--- config.mk ---
export PLATFORM = sky130hd
export DESIGN_NAME = asbw_host_ctrl
export DESIGN_NICKNAME = d
export VERILOG_FILES = /design/src/hw/asbw_pkg.sv /design/src/hw/asbw_sync_if.sv /design/src/hw/asbw_in_sync.sv /design/src/hw/asbw_host_ctrl.sv
export SDC_FILE = /design/constraint.sdc
export NUM_CORES = 1
export LEC_CHECK = 0
export BUFFER_PORTS_ARGS = -buffer_cell sky130_fd_sc_hd__buf_2
export CAP_MARGIN = 0
export CORE_UTILIZATION = 38
export CTS_BUF_LIST = sky130_fd_sc_hd__clkbuf_4
export DETAILED_ROUTE_END_ITERATION = 6
export PLACE_DENSITY_LB_ADDON = 0.3
export SYNTH_ARGS = -nofsm -noshare
export SYNTH_HDL_FRONTEND = slang
export SYNTH_SLANG_ARGS = --single-unit
--- constraint.sdc ---
create_clock -name clk_sys -period 4.7 [get_ports clk_sys]
set_input_delay 1.175 -clock clk_sys [delete_from_list [all_inputs] [get_ports clk_sys]]
set_output_delay 1.175 -clock clk_sys [all_outputs]
set_load 0.01 [all_outputs]
--- src/hw/asbw_pkg.sv ---
/*
  Constants shared by the byte-wide static memory host controller:
  pin widths, timing figures in ns, cycle counts and the sequencer states.
  Assumes a single 40 MHz system clock.
*/
`default_nettype none

package asbw_pkg;

  // ==========================================================
  // widths
  localparam int ADDR_W = 15;
  localparam int DATA_W = 8;
  localparam int CNT_W = 4;

  // ==========================================================
  // clock and timing figures (slower grade where two are given)
  localparam int CLK_PERIOD_NS = 25;
  localparam int T_AA_NS = 12;
  localparam int T_RC_NS = 12;
  localparam int T_HZCS_NS = 7;
  localparam int T_AW_NS = 10;
  localparam int T_PWE1_NS = 9;
  localparam int T_SD_NS = 7;

  // least times round up to whole cycles
  localparam int T_AA_CYC = (T_AA_NS + CLK_PERIOD_NS - 1) / CLK_PERIOD_NS;
  localparam int T_RC_CYC = (T_RC_NS + CLK_PERIOD_NS - 1) / CLK_PERIOD_NS;
  localparam int T_HZ_CYC = (T_HZCS_NS + CLK_PERIOD_NS - 1) / CLK_PERIOD_NS;
  localparam int T_AW_CYC = (T_AW_NS + CLK_PERIOD_NS - 1) / CLK_PERIOD_NS;
  localparam int T_PWE_CYC = (T_PWE1_NS + CLK_PERIOD_NS - 1) / CLK_PERIOD_NS;
  localparam int T_SD_CYC = (T_SD_NS + CLK_PERIOD_NS - 1) / CLK_PERIOD_NS;

  // three flops plus the settled register
  localparam int SYNC_LAT_CYC = 4;

  localparam int WR_PULSE_CYC =
    (T_AW_CYC > T_PWE_CYC) ? ((T_AW_CYC > T_SD_CYC) ? T_AW_CYC : T_SD_CYC)
                           : ((T_PWE_CYC > T_SD_CYC) ? T_PWE_CYC : T_SD_CYC);

  // counter load values (state lasts load + 1 cycles)
  localparam logic [CNT_W-1:0] RD_WAIT_LOAD =
    CNT_W'(T_AA_CYC + SYNC_LAT_CYC);
  localparam logic [CNT_W-1:0] RD_END_LOAD = CNT_W'(T_HZ_CYC - 1);
  localparam logic [CNT_W-1:0] WR_PULSE_LOAD = CNT_W'(WR_PULSE_CYC - 1);
  localparam logic [CNT_W-1:0] RECOV_LOAD = CNT_W'(T_RC_CYC - 1);
  localparam logic [CNT_W-1:0] CNT_ZERO = 4'h0;

  // ==========================================================
  // reset values
  localparam logic [ADDR_W-1:0] ADDR_RST = 15'h0000;
  localparam logic [DATA_W-1:0] DATA_RST = 8'h00;

  // ==========================================================
  // sequencer states
  typedef enum logic [3:0] {
    ST_IDLE,
    ST_RD_SETUP,
    ST_RD_WAIT,
    ST_RD_END,
    ST_WR_SETUP,
    ST_WR_PULSE,
    ST_WR_END,
    ST_STBY,
    ST_RECOV
  } asbw_state_t;

endpackage : asbw_pkg

`default_nettype wire

--- src/hw/asbw_sync_if.sv ---
/*
  Carrier between the controller and its data-line input synchroniser.
  Assumes both ends run on the same system clock.
*/
`default_nettype none

interface asbw_sync_if;
  logic [asbw_pkg::DATA_W-1:0] raw;
  logic [asbw_pkg::DATA_W-1:0] settled;

  modport ctrl (output raw, input settled);
  modport sync (input raw, output settled);
endinterface : asbw_sync_if

`default_nettype wire

--- src/hw/asbw_in_sync.sv ---
/*
  Three-flop synchroniser for the memory's data lines; the settled value
  follows once the second and third stages agree.
  Assumes raw comes straight from the pins, outside the clock domain.
*/
`default_nettype none

module asbw_in_sync (
  input wire logic clk_sys,
  input wire logic reset,
  asbw_sync_if.sync link
);

  logic [asbw_pkg::DATA_W-1:0] stage1_reg;
  logic [asbw_pkg::DATA_W-1:0] stage2_reg;
  logic [asbw_pkg::DATA_W-1:0] stage3_reg;
  logic [asbw_pkg::DATA_W-1:0] settled_reg;
  wire agree = (stage2_reg == stage3_reg);

  // ==========================================================
  // stages
  always_ff @(posedge clk_sys) begin
    if (reset) begin
      stage1_reg <= asbw_pkg::DATA_RST;
      stage2_reg <= asbw_pkg::DATA_RST;
      stage3_reg <= asbw_pkg::DATA_RST;
      settled_reg <= asbw_pkg::DATA_RST;
    end else begin
      stage1_reg <= link.raw;
      stage2_reg <= stage1_reg;
      stage3_reg <= stage2_reg;
      if (agree) begin
        settled_reg <= stage3_reg;
      end
    end
  end

  assign link.settled = settled_reg;

endmodule : asbw_in_sync

`default_nettype wire

--- src/hw/asbw_host_ctrl.sv ---
/*
  Host controller for an asynchronous byte-wide static memory: takes read
  and write requests and standby requests from user logic and sequences
  the select, output-drive and write strobes, address and data lines.
  Assumes user logic is on clk_sys and the memory is the only other
  driver of the data lines.
*/
`default_nettype none

module asbw_host_ctrl (
  input wire logic clk_sys,
  input wire logic reset,
  input wire logic req_valid,
  input wire logic req_write,
  input wire logic [asbw_pkg::ADDR_W-1:0] req_addr,
  input wire logic [asbw_pkg::DATA_W-1:0] req_wdata,
  output logic req_ready,
  output logic rsp_valid,
  output logic [asbw_pkg::DATA_W-1:0] rsp_rdata,
  input wire logic standby_req,
  output logic standby_ack,
  output logic [asbw_pkg::ADDR_W-1:0] word_select_lines,
  output logic chip_sel_n,
  output logic out_drive_n,
  output logic write_strobe_n,
  input wire logic [asbw_pkg::DATA_W-1:0] byte_data_in,
  output logic [asbw_pkg::DATA_W-1:0] byte_data_out,
  output logic byte_data_oe
);

  asbw_pkg::asbw_state_t state_reg;
  asbw_pkg::asbw_state_t state_next;
  logic [asbw_pkg::CNT_W-1:0] cnt_reg;
  logic [asbw_pkg::CNT_W-1:0] cnt_next;
  logic [asbw_pkg::ADDR_W-1:0] addr_reg;
  logic [asbw_pkg::DATA_W-1:0] wdata_reg;
  logic [asbw_pkg::DATA_W-1:0] rdata_reg;
  logic ready_reg;
  logic rsp_valid_reg;
  logic stby_ack_reg;
  logic cs_n_reg;
  logic oe_n_reg;
  logic we_n_reg;
  logic data_oe_reg;

  asbw_sync_if data_sync ();

  asbw_in_sync u_in_sync (
    .clk_sys(clk_sys),
    .reset(reset),
    .link(data_sync)
  );

  assign data_sync.raw = byte_data_in;

  // ==========================================================
  // decode
  wire accept = req_valid && ready_reg && (state_reg == asbw_pkg::ST_IDLE);
  wire cnt_done = (cnt_reg == asbw_pkg::CNT_ZERO);
  wire state_moves = (state_next != state_reg);
  wire rd_capture = (state_reg == asbw_pkg::ST_RD_WAIT) && cnt_done;

  // select low only in the access phases; otherwise
  wire cs_n_next = !((state_next == asbw_pkg::ST_RD_WAIT) ||
                     (state_next == asbw_pkg::ST_WR_PULSE));
  // output drive only during the read access
  wire oe_n_next = (state_next != asbw_pkg::ST_RD_WAIT);
  // write strobe low only together with select; high on every read
  wire we_n_next = (state_next != asbw_pkg::ST_WR_PULSE);
  // drive data from setup to one cycle past the write end
  wire data_oe_next = (state_next == asbw_pkg::ST_WR_SETUP) ||
                      (state_next == asbw_pkg::ST_WR_PULSE) ||
                      (state_next == asbw_pkg::ST_WR_END);
  wire ready_next = (state_next == asbw_pkg::ST_IDLE) && !standby_req;

  // ==========================================================
  // next state
  always_comb begin
    state_next = state_reg;
    unique case (state_reg)
      asbw_pkg::ST_IDLE: begin
        if (accept) begin
          state_next = req_write ? asbw_pkg::ST_WR_SETUP
                                 : asbw_pkg::ST_RD_SETUP;
        end else if (standby_req) begin
          state_next = asbw_pkg::ST_STBY;
        end
      end
      asbw_pkg::ST_RD_SETUP: state_next = asbw_pkg::ST_RD_WAIT;
      asbw_pkg::ST_RD_WAIT: begin
        if (cnt_done) begin
          state_next = asbw_pkg::ST_RD_END;
        end
      end
      asbw_pkg::ST_RD_END: begin
        if (cnt_done) begin
          state_next = asbw_pkg::ST_IDLE;
        end
      end
      asbw_pkg::ST_WR_SETUP: state_next = asbw_pkg::ST_WR_PULSE;
      asbw_pkg::ST_WR_PULSE: begin
        if (cnt_done) begin
          state_next = asbw_pkg::ST_WR_END;
        end
      end
      asbw_pkg::ST_WR_END: state_next = asbw_pkg::ST_IDLE;
      asbw_pkg::ST_STBY: begin
        if (!standby_req) begin
          state_next = asbw_pkg::ST_RECOV;
        end
      end
      asbw_pkg::ST_RECOV: begin
        if (cnt_done) begin
          state_next = asbw_pkg::ST_IDLE;
        end
      end
      default: state_next = asbw_pkg::ST_IDLE;
    endcase
  end

  // ==========================================================
  // phase counter, loaded on entry to each timed state
  always_comb begin
    cnt_next = cnt_done ? asbw_pkg::CNT_ZERO : cnt_reg - 4'h1;
    if (state_moves) begin
      unique case (state_next)
        asbw_pkg::ST_RD_WAIT: cnt_next = asbw_pkg::RD_WAIT_LOAD;
        asbw_pkg::ST_RD_END: cnt_next = asbw_pkg::RD_END_LOAD;
        asbw_pkg::ST_WR_PULSE: cnt_next = asbw_pkg::WR_PULSE_LOAD;
        asbw_pkg::ST_RECOV: cnt_next = asbw_pkg::RECOV_LOAD;
        default: cnt_next = asbw_pkg::CNT_ZERO;
      endcase
    end
  end

  // ==========================================================
  // state and pin registers
  always_ff @(posedge clk_sys) begin
    if (reset) begin
      state_reg <= asbw_pkg::ST_IDLE;
      cnt_reg <= asbw_pkg::CNT_ZERO;
      ready_reg <= 1'b0;
      stby_ack_reg <= 1'b0;
      cs_n_reg <= 1'b1;
      oe_n_reg <= 1'b1;
      we_n_reg <= 1'b1;
      data_oe_reg <= 1'b0;
    end else begin
      state_reg <= state_next;
      cnt_reg <= cnt_next;
      ready_reg <= ready_next;
      stby_ack_reg <= (state_next == asbw_pkg::ST_STBY);
      cs_n_reg <= cs_n_next;
      oe_n_reg <= oe_n_next;
      we_n_reg <= we_n_next;
      data_oe_reg <= data_oe_next;
    end
  end

  // address and data change only on acceptance; held past the write end
  always_ff @(posedge clk_sys) begin
    if (reset) begin
      addr_reg <= asbw_pkg::ADDR_RST;
      wdata_reg <= asbw_pkg::DATA_RST;
    end else if (accept) begin
      addr_reg <= req_addr;
      wdata_reg <= req_wdata;
    end
  end

  // read answer
  always_ff @(posedge clk_sys) begin
    if (reset) begin
      rsp_valid_reg <= 1'b0;
      rdata_reg <= asbw_pkg::DATA_RST;
    end else begin
      rsp_valid_reg <= rd_capture;
      if (rd_capture) begin
        rdata_reg <= data_sync.settled;
      end
    end
  end

  assign req_ready = ready_reg;
  assign rsp_valid = rsp_valid_reg;
  assign rsp_rdata = rdata_reg;
  assign standby_ack = stby_ack_reg;
  assign word_select_lines = addr_reg;
  assign chip_sel_n = cs_n_reg;
  assign out_drive_n = oe_n_reg;
  assign write_strobe_n = we_n_reg;
  assign byte_data_out = wdata_reg;
  assign byte_data_oe = data_oe_reg;
endmodule : asbw_host_ctrl

`default_nettype wire

==> results of run 1 <==
## placed cells by master, fill, tap and decap left out, drive strengths merged, types with 2 or more instances in the layout
master,count
buf,74
nand2b,2
xor2,10
nor3,4
and3,3
clkinv,3
nor4b,2
dfxtp,78
ha,2
clkbuf,11
nand3,4
nor4,5
bufinv,2
o211ai,2
nor2b,28
a21oi,27
nor3b,3
mux2i,17
a32o,2
nor2,25
nand2,49
inv,3
o211a,2
o21a,3
o21ai,4
## logic make-up after synthesis
logic type	count (synthesis)
and+or+nand+nor	133
adders and majority gates	2
xor gates and xnor gates	10
DFF	78
buffers and inverters	21
muxes	17
AOI/OAI and AO/OA	47
## power groups by stage
stage	logic [W]	clock network (W)	registers [W]
floorplan	0.000332	0	0.000770
global placement	0.000406	0	0.000793
detailed placement	0.000413	0	0.000795
CTS	0.000417	0.000451	0.000780
global route	0.000462	0.000481	0.000793
finish	0.000415	0.000437	0.000780
## worst max-delay path, delay by kind of cell, from the launching register on
kind / cells / cell delay [ps]
adder cells (fa/ha/maj): 1 / 190
AO/OA/AOI/OAI: 2 / 750
AND/OR/NAND/NOR: 3 / 930
buffers and inverters: 1 / 100
flip-flops: 1 / 340
## path summary, 6_finish.rpt
path	slack, ps	endpoint	start	depth (start not counted)
worst max-delay path	2270	out_drive_n	cnt_reg[0]	7
worst min-delay path	440	u_in_sync.stage2_reg[3]	u_in_sync.stage1_reg[3]	1
worst max register to register	2270	out_drive_n	cnt_reg[0]	7
worst min register to register	440	u_in_sync.stage2_reg[3]	u_in_sync.stage1_reg[3]	1
## area by class of cell
cell class | count | area, um^2
fillers | 712 | 3840
flip-flops and latches | 78 | 1560
multi-input cells | 209 | 1260
repair buffers | 74 | 373
well taps | 99 | 124
clock buffers | 11 | 82.6
clock inverters | 5 | 73.8
inverters | 3 | 11.3
## through the flow
| step | hold WS [ps] | setup slack (ps) | cells |
|---|---|---|---|
| 3_3_place_gp | 418 | 2020 | 463 |
| 4_1_cts | 447 | 2290 | 479 |
| 6_report | 440 | 2270 | 479 |
| 3_5_place_dp | 422 | 2000 | 463 |
| 2_1_floorplan | 414 | 2360 | 308 |
| 5_1_grt | 462 | 2060 | 479 |
## routing by layer
| metal | vias to the layer above | global-route usage (%) | share of wire (%) |
|---|---|---|---|
| met4 | 0 | 9.67 | 2.7 |
| met2 | 56 | 21.1 | 42 |
| li1 | 1173 | - | - |
| met3 | 14 | 4.06 | 5.7 |
| met1 | 1019 | 19.3 | 49 |
| met5 | - | 0 | 0 |
==> results.md, run 1 <==
Power:
- The switching component of the power is 0.000515 W.
- The cell-internal power is 0.00112 W.
- In this run, the clock network consumes 26.8% of the power.
- The maximum vdd drop is 0.000188 V.
- The relative contribution of sequential cells to total power is 47.8%.
- The leakage power figure is 1.58 nW.
- The overall power is 0.00163 W.
- The net switching share of the total power is 31.5%.
- For this design the ratio of total power to cell area is 468 nW/um^2.
- The combinational cell fraction of total power is 25.4%.

Route:
- The violation count after the first detailed-routing iteration is 78.
- The vias after detailed routing is 2262.
- In this run the remaining antenna-violating nets after routing total 0.
- Using the TritonRoute via totals, the vias-per-cell ratio works out to 4.72.
- Dividing the detail-routed wire length by the instance count gives 11.6 um.
- Before antenna repair, the detailed router went through 4 iterations.
- For this run, design rule violations remaining after detail routing come to 0.
- After detailed routing, the total wire length is 5580 um.

STA:
- Setup total negative slack on the finished layout was measured at 0 ps.
- The number of max-slew violations in the final report came to 0.
- The worst max-slew margin expressed relative to the limit is 41.7%.
- Derived from the worst setup path, the maximum achievable clock frequency is 411 MHz.
- The number of hold violations in the final report is 0.
- The actual slew at the worst max-slew pin is 873 ps.
- Setup repair after global routing left no endpoint under its margin.
- The maximum clock skew at final layout is 11.6 ps.
- The share of the clock period used by the worst path after layout is 51.7%.
- Setup violations remaining at the end of the flow were counted as 0.
- The routed design could run at a clock period as short as 2430 ps.

Yosys:
- After synthesis, the largest family of logic cells by area is simple AND/OR/NAND/NOR gates.
- The synthesized netlist devotes 0.862% of its cell area to adder and majority cells.
- The synthesized flop and latch total is 78.
- Counting every net in the synthesized netlist gives 346.
- A synthesized cell averages 9.42 um^2.
- The count of different cell masters after synthesis is 39.
- The synthesized design contains 0 enable-type register cells.
- The most instantiated library cell after synthesis is sky130_fd_sc_hd__dfxtp_1.
- Counting flops with an async set or reset pin after synthesis yields a share of 0%.
- The gate count of the mapped netlist is 308.
- The mux contribution to synthesized area is 5.86%.
- The Yosys step of the flow raised 0 warnings.
- The share of synthesized area in the top cell type comes to 53.8%.
- The share of synthesized area occupied by flip-flops and latches is 53.8%.
- By area the synthesized netlist is led by sky130_fd_sc_hd__dfxtp_1 54%, sky130_fd_sc_hd__nand2_1 6.3%, sky130_fd_sc_hd__nor2b_1 6.0%.
- The xor and xnor fraction of the mapped netlist area is 3.02%.
- Summed over all instances, the cell type with the most area after synthesis is sky130_fd_sc_hd__dfxtp_1.
- Counting instances in the post-synthesis netlist gives the leading cell types as 78 x sky130_fd_sc_hd__dfxtp_1, 49 x sky130_fd_sc_hd__nand2_1, 28 x sky130_fd_sc_hd__nor2b_1.
- The most instantiated flip-flop cell in the synthesis netlist is sky130_fd_sc_hd__dfxtp_1.
- The synthesized netlist devotes 10.9% of its cell area to compound gates.
- The simple logic cell fraction of the synthesized area is 22.8%.
- Summing every instance area after synthesis gives 2900 um^2.

Worst setup path:
- The element type at the critical path end is a flip-flop.
- The critical path is of the flip-flop to flip-flop type.
- On the worst path, the slowest cell contributes a delay of 530 ps.
- STA puts the critical path data required time at 4990 ps.
- The slowest stage of the critical path belongs to the cell sky130_fd_sc_hd__a31oi_1.
- Walking the worst path, the cells encountered are inv_1 > ha_1 > nor3b_2 > a32oi_2 > a31oi_1 > nand3_1 > or3_1.
- The data arrival time at the worst-slack endpoint is 2720 ps.
- The worst setup path is launched from a flip-flop.
- Of all nets on the critical path, the largest fanout is 7.

Flow run:
- Across the run, the number of max-cap violations was 0.

Floorplanning:
- The total area inside the core boundary comes to 7330 um^2.
- The initial utilization of the core area, before any placement, comes to 39.6%.
- The die is 89.4 um tall.
- The number of placement rows is 31.
- The width of the die is 89.4 um.
- The full die area is 7990 um^2.
- The number of placed I/O pins is 74.

Finish:
- The number of flip-flops under the largest register name is 15.
- Once layout is done, the placed cells without fillers occupy 3490 um^2.
- Of the cells placed in the final design, the portion with a size suffix greater than 1 is 24.5%.
- For this run, the post-layout net count is 413.
- The layout overhead on the synthesized area is 20.1%.
- The repair_antennas step left the layout with diodes totalling 0.
- The share of the core filled with cells is 47.6%.

Clock tree:
- The number of setup buffers added after CTS is 0.
- The clock insertion delay at the later pin of the skew report is 410 ps.
- In this run, post-CTS hold repair placed 0 buffers.
- The tree is rooted in a sky130_fd_sc_hd__clkbuf_4.
- In this run the deepest clock path goes through 2 buffers.
- The clock tree from TritonCTS is yes.
- The CTS H-tree depth is 3.
- The quantity of gates resized following cts is 0.
- The number of clock buffers inserted by TritonCTS is 9.
- CTS saw 78 sinks.
- The clock transition at the register clock pins on the worst setup and hold paths after CTS is 110 ps.

Global routing:
- For this run, the total global-route usage over all layers was measured as 14.7%.
- The initial antenna violation count is 0.
- After global routing the overflow that remains totals 0.
- The first global-routing pass estimated 8910 um of wire.
- The maximum number of pins on one net before global-route repair is 54.
- The number of global-route vias before repair was 1938.

Placement:
- The count of input and output buffers is 73.
- The congestion estimate from routability-driven global placement came to 0.787.
- The HPWL after detailed placement is 3830 um.
- The instance area after placement is 3330 um^2.

Min path:
- The tightest min-delay check is of the flip-flop to flip-flop type.

Status:
- The flow ran to the end, and the final reports show no timing, DRC or antenna violations.
No activity file was read; power rests on OpenSTA's default activity.
==> run 2, diff against run 1 <==
ABC_AREA = 1   (was unset)
clock period = 2.5 ns   (was 4.7 ns; I/O delays follow)
==> run 2 against run 1 <==
Non-clock buffer count is 3 higher. Critical endpoint is now req_ready. Sequential share of layout area is 1.4 points lower. Fmax is 26% higher.
==> results.md, run 2 <==
Clock tree:
- The maximum clock insertion buffer count is 2 (unchanged).
- The quantity of gates resized following cts was 0 (unchanged).
- The clock insertion delay at the later pin of the skew report is 420 ps (about the same).
- The number of clock buffers inserted by TritonCTS is 9 (unchanged).
- The CTS H-tree depth is 3 (unchanged).
- The clock tree from TritonCTS is yes.
- The CTS sink count is 78 (unchanged).
- The clock transition at the register clock pins on the worst setup and hold paths after CTS was 110 ps (about the same).
- The number of hold buffers added after CTS is 0 (unchanged).
- The number of setup buffers added after CTS is 0 (unchanged).
- The root buffer cell chosen for the clock tree is sky130_fd_sc_hd__clkbuf_4.

Finish:
- The final net count is 505 (+22%).
- The ratio of cells with drive above 1 in the final layout is 23.8% (-0.69 points).
- The number of standard cells in the layout, taps in and fillers out is 573 (+20%).
- The most common cell after layout, fill and taps aside is sky130_fd_sc_hd__dfxtp_1.
- The number of inserted diodes is 0 (unchanged).
- The number of flip-flops under the largest register name is 15 (unchanged).
- Leaving out fill and tap cells, the most frequent cells in the layout are 78 x sky130_fd_sc_hd__dfxtp_1, 75 x sky130_fd_sc_hd__nor2_1, 73 x sky130_fd_sc_hd__buf_2.
- Relative to the synthesized area, the layout overhead comes to 19.5%.
- The total non-filler cell area in the finished layout is 3590 um^2 (+3.1%).

Global routing:
- The number of global-route vias before repair is 2372 (+22%).
- The remaining global-route overflow is 0 (unchanged).
- The wire length of the first global-routing pass came to 10300 um (+15%).
- The met3 demand-to-capacity share in global routing is 4.19% (+0.12 points).
- The global-route total usage across every layer is 15.6% (+0.86 points).
- The initial antenna violation count is 0 (unchanged).
- The met2 usage in global routing came to 25.0% (+3.9 points).
- The maximum number of pins on one net before global-route repair is 55 (+1.9%).
- The met1 routing resource usage after global routing was 18.6% (-0.67 points).
- In this run the most used layer during global routing was met2.

Route:
- The vias after detailed routing came to 2602 (+15%).
- The number of search-and-repair iterations in the first detailed-routing pass is 4 (unchanged).
- The average wire per standard cell is 10.6 um (-9.1%).
- The routed via count divided by cell count came to 4.54 (-3.8%).
- The final wirelength is 6070 um (+8.7%).
- The DRC violation count after routing is 0 (unchanged).
- The violation count after the first detailed-routing iteration is 81 (+3.8%).
- The number of nets still failing antenna checks after routing was 0 (unchanged).

Yosys:
- The mean instance size in the synthesized netlist is 7.60 um^2 (-19%).
- The share of the synthesized area in the top cell type is 51.9% (-1.9 points).
- The gate count of the mapped netlist is 396 (+29%).
- The simple logic cell fraction of the synthesized area came to 29.1% (+6.3 points).
- In the post-synthesis netlist, the cell with the most instances is sky130_fd_sc_hd__dfxtp_1.
- By area, the combinational part of the netlist is dominated by simple AND/OR/NAND/NOR gates.
- The fraction of the mapped netlist area in compound gates is 8.57% (-2.3 points).
- The count of different cell masters after synthesis came to 27 (-31%).
- For this run, the leading register cell type out of synthesis is sky130_fd_sc_hd__dfxtp_1.
- The commonest cells after synthesis are 78 x sky130_fd_sc_hd__dfxtp_1, 75 x sky130_fd_sc_hd__nor2_1, 62 x sky130_fd_sc_hd__nand2_1.
- The number of warning messages in the yosys log is 0 (unchanged).
- The synthesized-area fraction occupied by adder cells was 0.832% (-0.030 points).
- The synthesized flop and latch total is 78 (unchanged).
- The fraction of synthesis flops using an asynchronous set or reset pin is 0% (unchanged).
- In the post-synthesis netlist, the biggest area contributors are sky130_fd_sc_hd__dfxtp_1 52%, sky130_fd_sc_hd__nor2_1 9.4%, sky130_fd_sc_hd__nand2_1 7.7%.
- The total nets after synthesis was 434 (+25%).
- The mux contribution to synthesized area was 0% (-5.9 points).
- The count of flip-flops with a built-in enable after synthesis was 0 (unchanged).
- The share of synthesized area occupied by flip-flops and latches was 51.9% (-1.9 points).
- The biggest area consumer among synthesized cells is sky130_fd_sc_hd__dfxtp_1.
- The xor and xnor fraction of the mapped netlist area is 1.46% (-1.6 points).
- The cell area after synthesis was 3010 um^2 (+3.7%).

Min path:
- The path class of the lowest-slack min-delay path is input port to flip-flop.

Flow run:
- The max-capacitance violation count was 0 (unchanged).

Power:
- The clock network fraction of total power was 21.4% (-5.4 points).
- The maximum vdd drop was 0.000416 V (+120%).
- The relative contribution of sequential cells to total power is 44.6% (-3.2 points).
- The leakage power figure is 1.71 nW (+8.3%).
- The combinational cell fraction of total power is 33.9% (+8.5 points).
- The net switching share of the total power is 37.4% (+5.8 points).
- The cell-internal power was 0.00215 W (+92%).
- The switching component of the power is 0.00128 W (+150%).
- The total power density per cell area was 953 nW/um^2 (+100%).
- The overall power was 0.00343 W (+110%).

Worst setup path:
- In this run the worst setup path terminates at req_ready.
- The element type at the critical path end is a flip-flop.
- The worst reg-to-reg setup slack is 580 ps (-1690 ps).
- The worst register-to-register path ends at req_ready.
- The depth of the worst register-to-register path was 8 (+1).
- The critical path startpoint category is a flip-flop.
- The critical path is of the flip-flop to flip-flop type.
- The maximum net fanout on the critical path is 8 (+1).
- Tracing the worst setup path back leads to its startpoint at state_reg[1].
- The required time at the endpoint of the critical path is 2780 ps (-2210 ps).
- The startpoint identified for the worst register-to-register timing path is state_reg[1].
- The data arrival time at the worst-slack endpoint is 2200 ps (-520 ps).

Placement:
- The count of input and output buffers is 73 (unchanged).
- The pre-CTS setup slack is 628 ps (-1370 ps).
- The weighted congestion at the end of routability-driven global placement is 0.876 (+11%).
- The instance area after placement came to 3460 um^2 (+3.9%).
- The detailed placement HPWL is 4370 um (+14%).
- The post-placement cell count is 558 (+21%).

STA:
- The fmax came to 520 MHz (+26%).
- The final critical path time including I/O delays and setup is 1920 ps (-508 ps).
- The actual slew at the worst max-slew pin is 554 ps (-319 ps).
- The setup TNS after final layout is 0 ps (unchanged).
- The worst max-slew margin expressed relative to the limit is 63.1% (+21 points).
- Setup repair after global routing left no endpoint under its margin.
- The share of the clock period used by the worst path after layout is 76.9% (+25 points).
- The number of max-slew violations in the final report is 0 (unchanged).
- The number of hold violations in the final report is 0 (unchanged).
- The final setup violation count came to 0 (unchanged).
- The maximum clock skew at final layout is 14.8 ps (+3.29 ps).
- The post-route worst setup slack is 577 ps (-1690 ps).

Floorplanning:
- The core footprint is 7690 um^2 (+4.9%).
- The number of placed I/O pins is 74 (unchanged).
- The number of placement rows is 32 (+3.2%).
- The starting density of the core is 39.1% (-0.45 points).
- The width of the die is 91.0 um (+1.8%).
- The full die area is 8280 um^2 (+3.6%).
- The height of the die was 91.0 um (+1.8%).

Status:
- The flow ran to the end, and the final reports show no timing, DRC or antenna violations.
-- run 2: changes by cell type after synthesis, sizes merged, moves of 4 or more --
cell	before	now
nand3	4	37
nor2b	28	0
nor2	25	80
o21ai	4	20
xor2	10	5
nand2	49	67
nand4	1	5
inv	3	45
mux2i	17	0
-- run 2: cells by family (layout without fill, tap and decap cells) --
kind of cell	count (synthesis)	in the layout
xor gates and xnor gates	5	5
buffers and inverters	62	137
DFF	78	78
and+or+nand+nor	199	199
AOI/OAI and AO/OA	50	50
adders and majority gates	2	2
-- run 2: power by group through the flow --
stage | clock network, W | logic, W | registers (W)
floorplan | 0 | 0.000839 | 0.00157
global placement | 0 | 0.00116 | 0.00155
detailed placement | 0 | 0.00117 | 0.00156
CTS | 0.000767 | 0.00117 | 0.00153
global route | 0.000811 | 0.00133 | 0.00155
finish | 0.000735 | 0.00116 | 0.00153
-- run 2: critical path: stages (launching register included) --
cell and delay [ps]:
sky130_fd_sc_hd__dfxtp_1 560, sky130_fd_sc_hd__inv_1 170, sky130_fd_sc_hd__nand2_1 120, sky130_fd_sc_hd__nor2_1 70, sky130_fd_sc_hd__nor2_1 130, sky130_fd_sc_hd__nand2_1 80, sky130_fd_sc_hd__nor2_1 130, sky130_fd_sc_hd__nand2_1 130
sky130_fd_sc_hd__nor4_1 400
-- run 2: layout make-up --
type	count	area, um^2
inverter	45	171
clock buffer	12	90.1
clock inverter	3	46.3
sequential	78	1560
timing repair buffer	77	395
tap	102	128
multi-input combinational	256	1200
fill	830	4090
-- run 2: worst min path at each step --
stage                                  startpoint                 endpoint  slack, ps  cells past startpoint
after floorplan           u_in_sync.stage1_reg[0]  u_in_sync.stage2_reg[0]        390                      2
after global placement    u_in_sync.stage1_reg[4]  u_in_sync.stage2_reg[4]        390                      2
after detailed placement  u_in_sync.stage1_reg[1]  u_in_sync.stage2_reg[1]        390                      2
after CTS                         byte_data_in[1]  u_in_sync.stage1_reg[1]        370                      3
after global routing              byte_data_in[3]  u_in_sync.stage1_reg[3]        390                      3
final                             byte_data_in[1]  u_in_sync.stage1_reg[1]        410                      3
-- run 2: stage by stage --
step	util, %	hold WS, ps
final	46.8	405
after global routing	46.8	386
after CTS	46.8	372
after detailed placement	45.0	394
after global placement	45.0	393
after floorplan	-	388
-- run 2: routing by layer --
| layer | vias up | share of wire [%] | wire [um] |
|---|---|---|---|
| met4 | 0 | 2.5 | 150 |
| met5 | - | 0 | 0 |
| met1 | 1131 | 48 | 2900 |
| met3 | 13 | 5.1 | 309 |
| li1 | 1392 | - | - |
| met2 | 66 | 45 | 2710 |
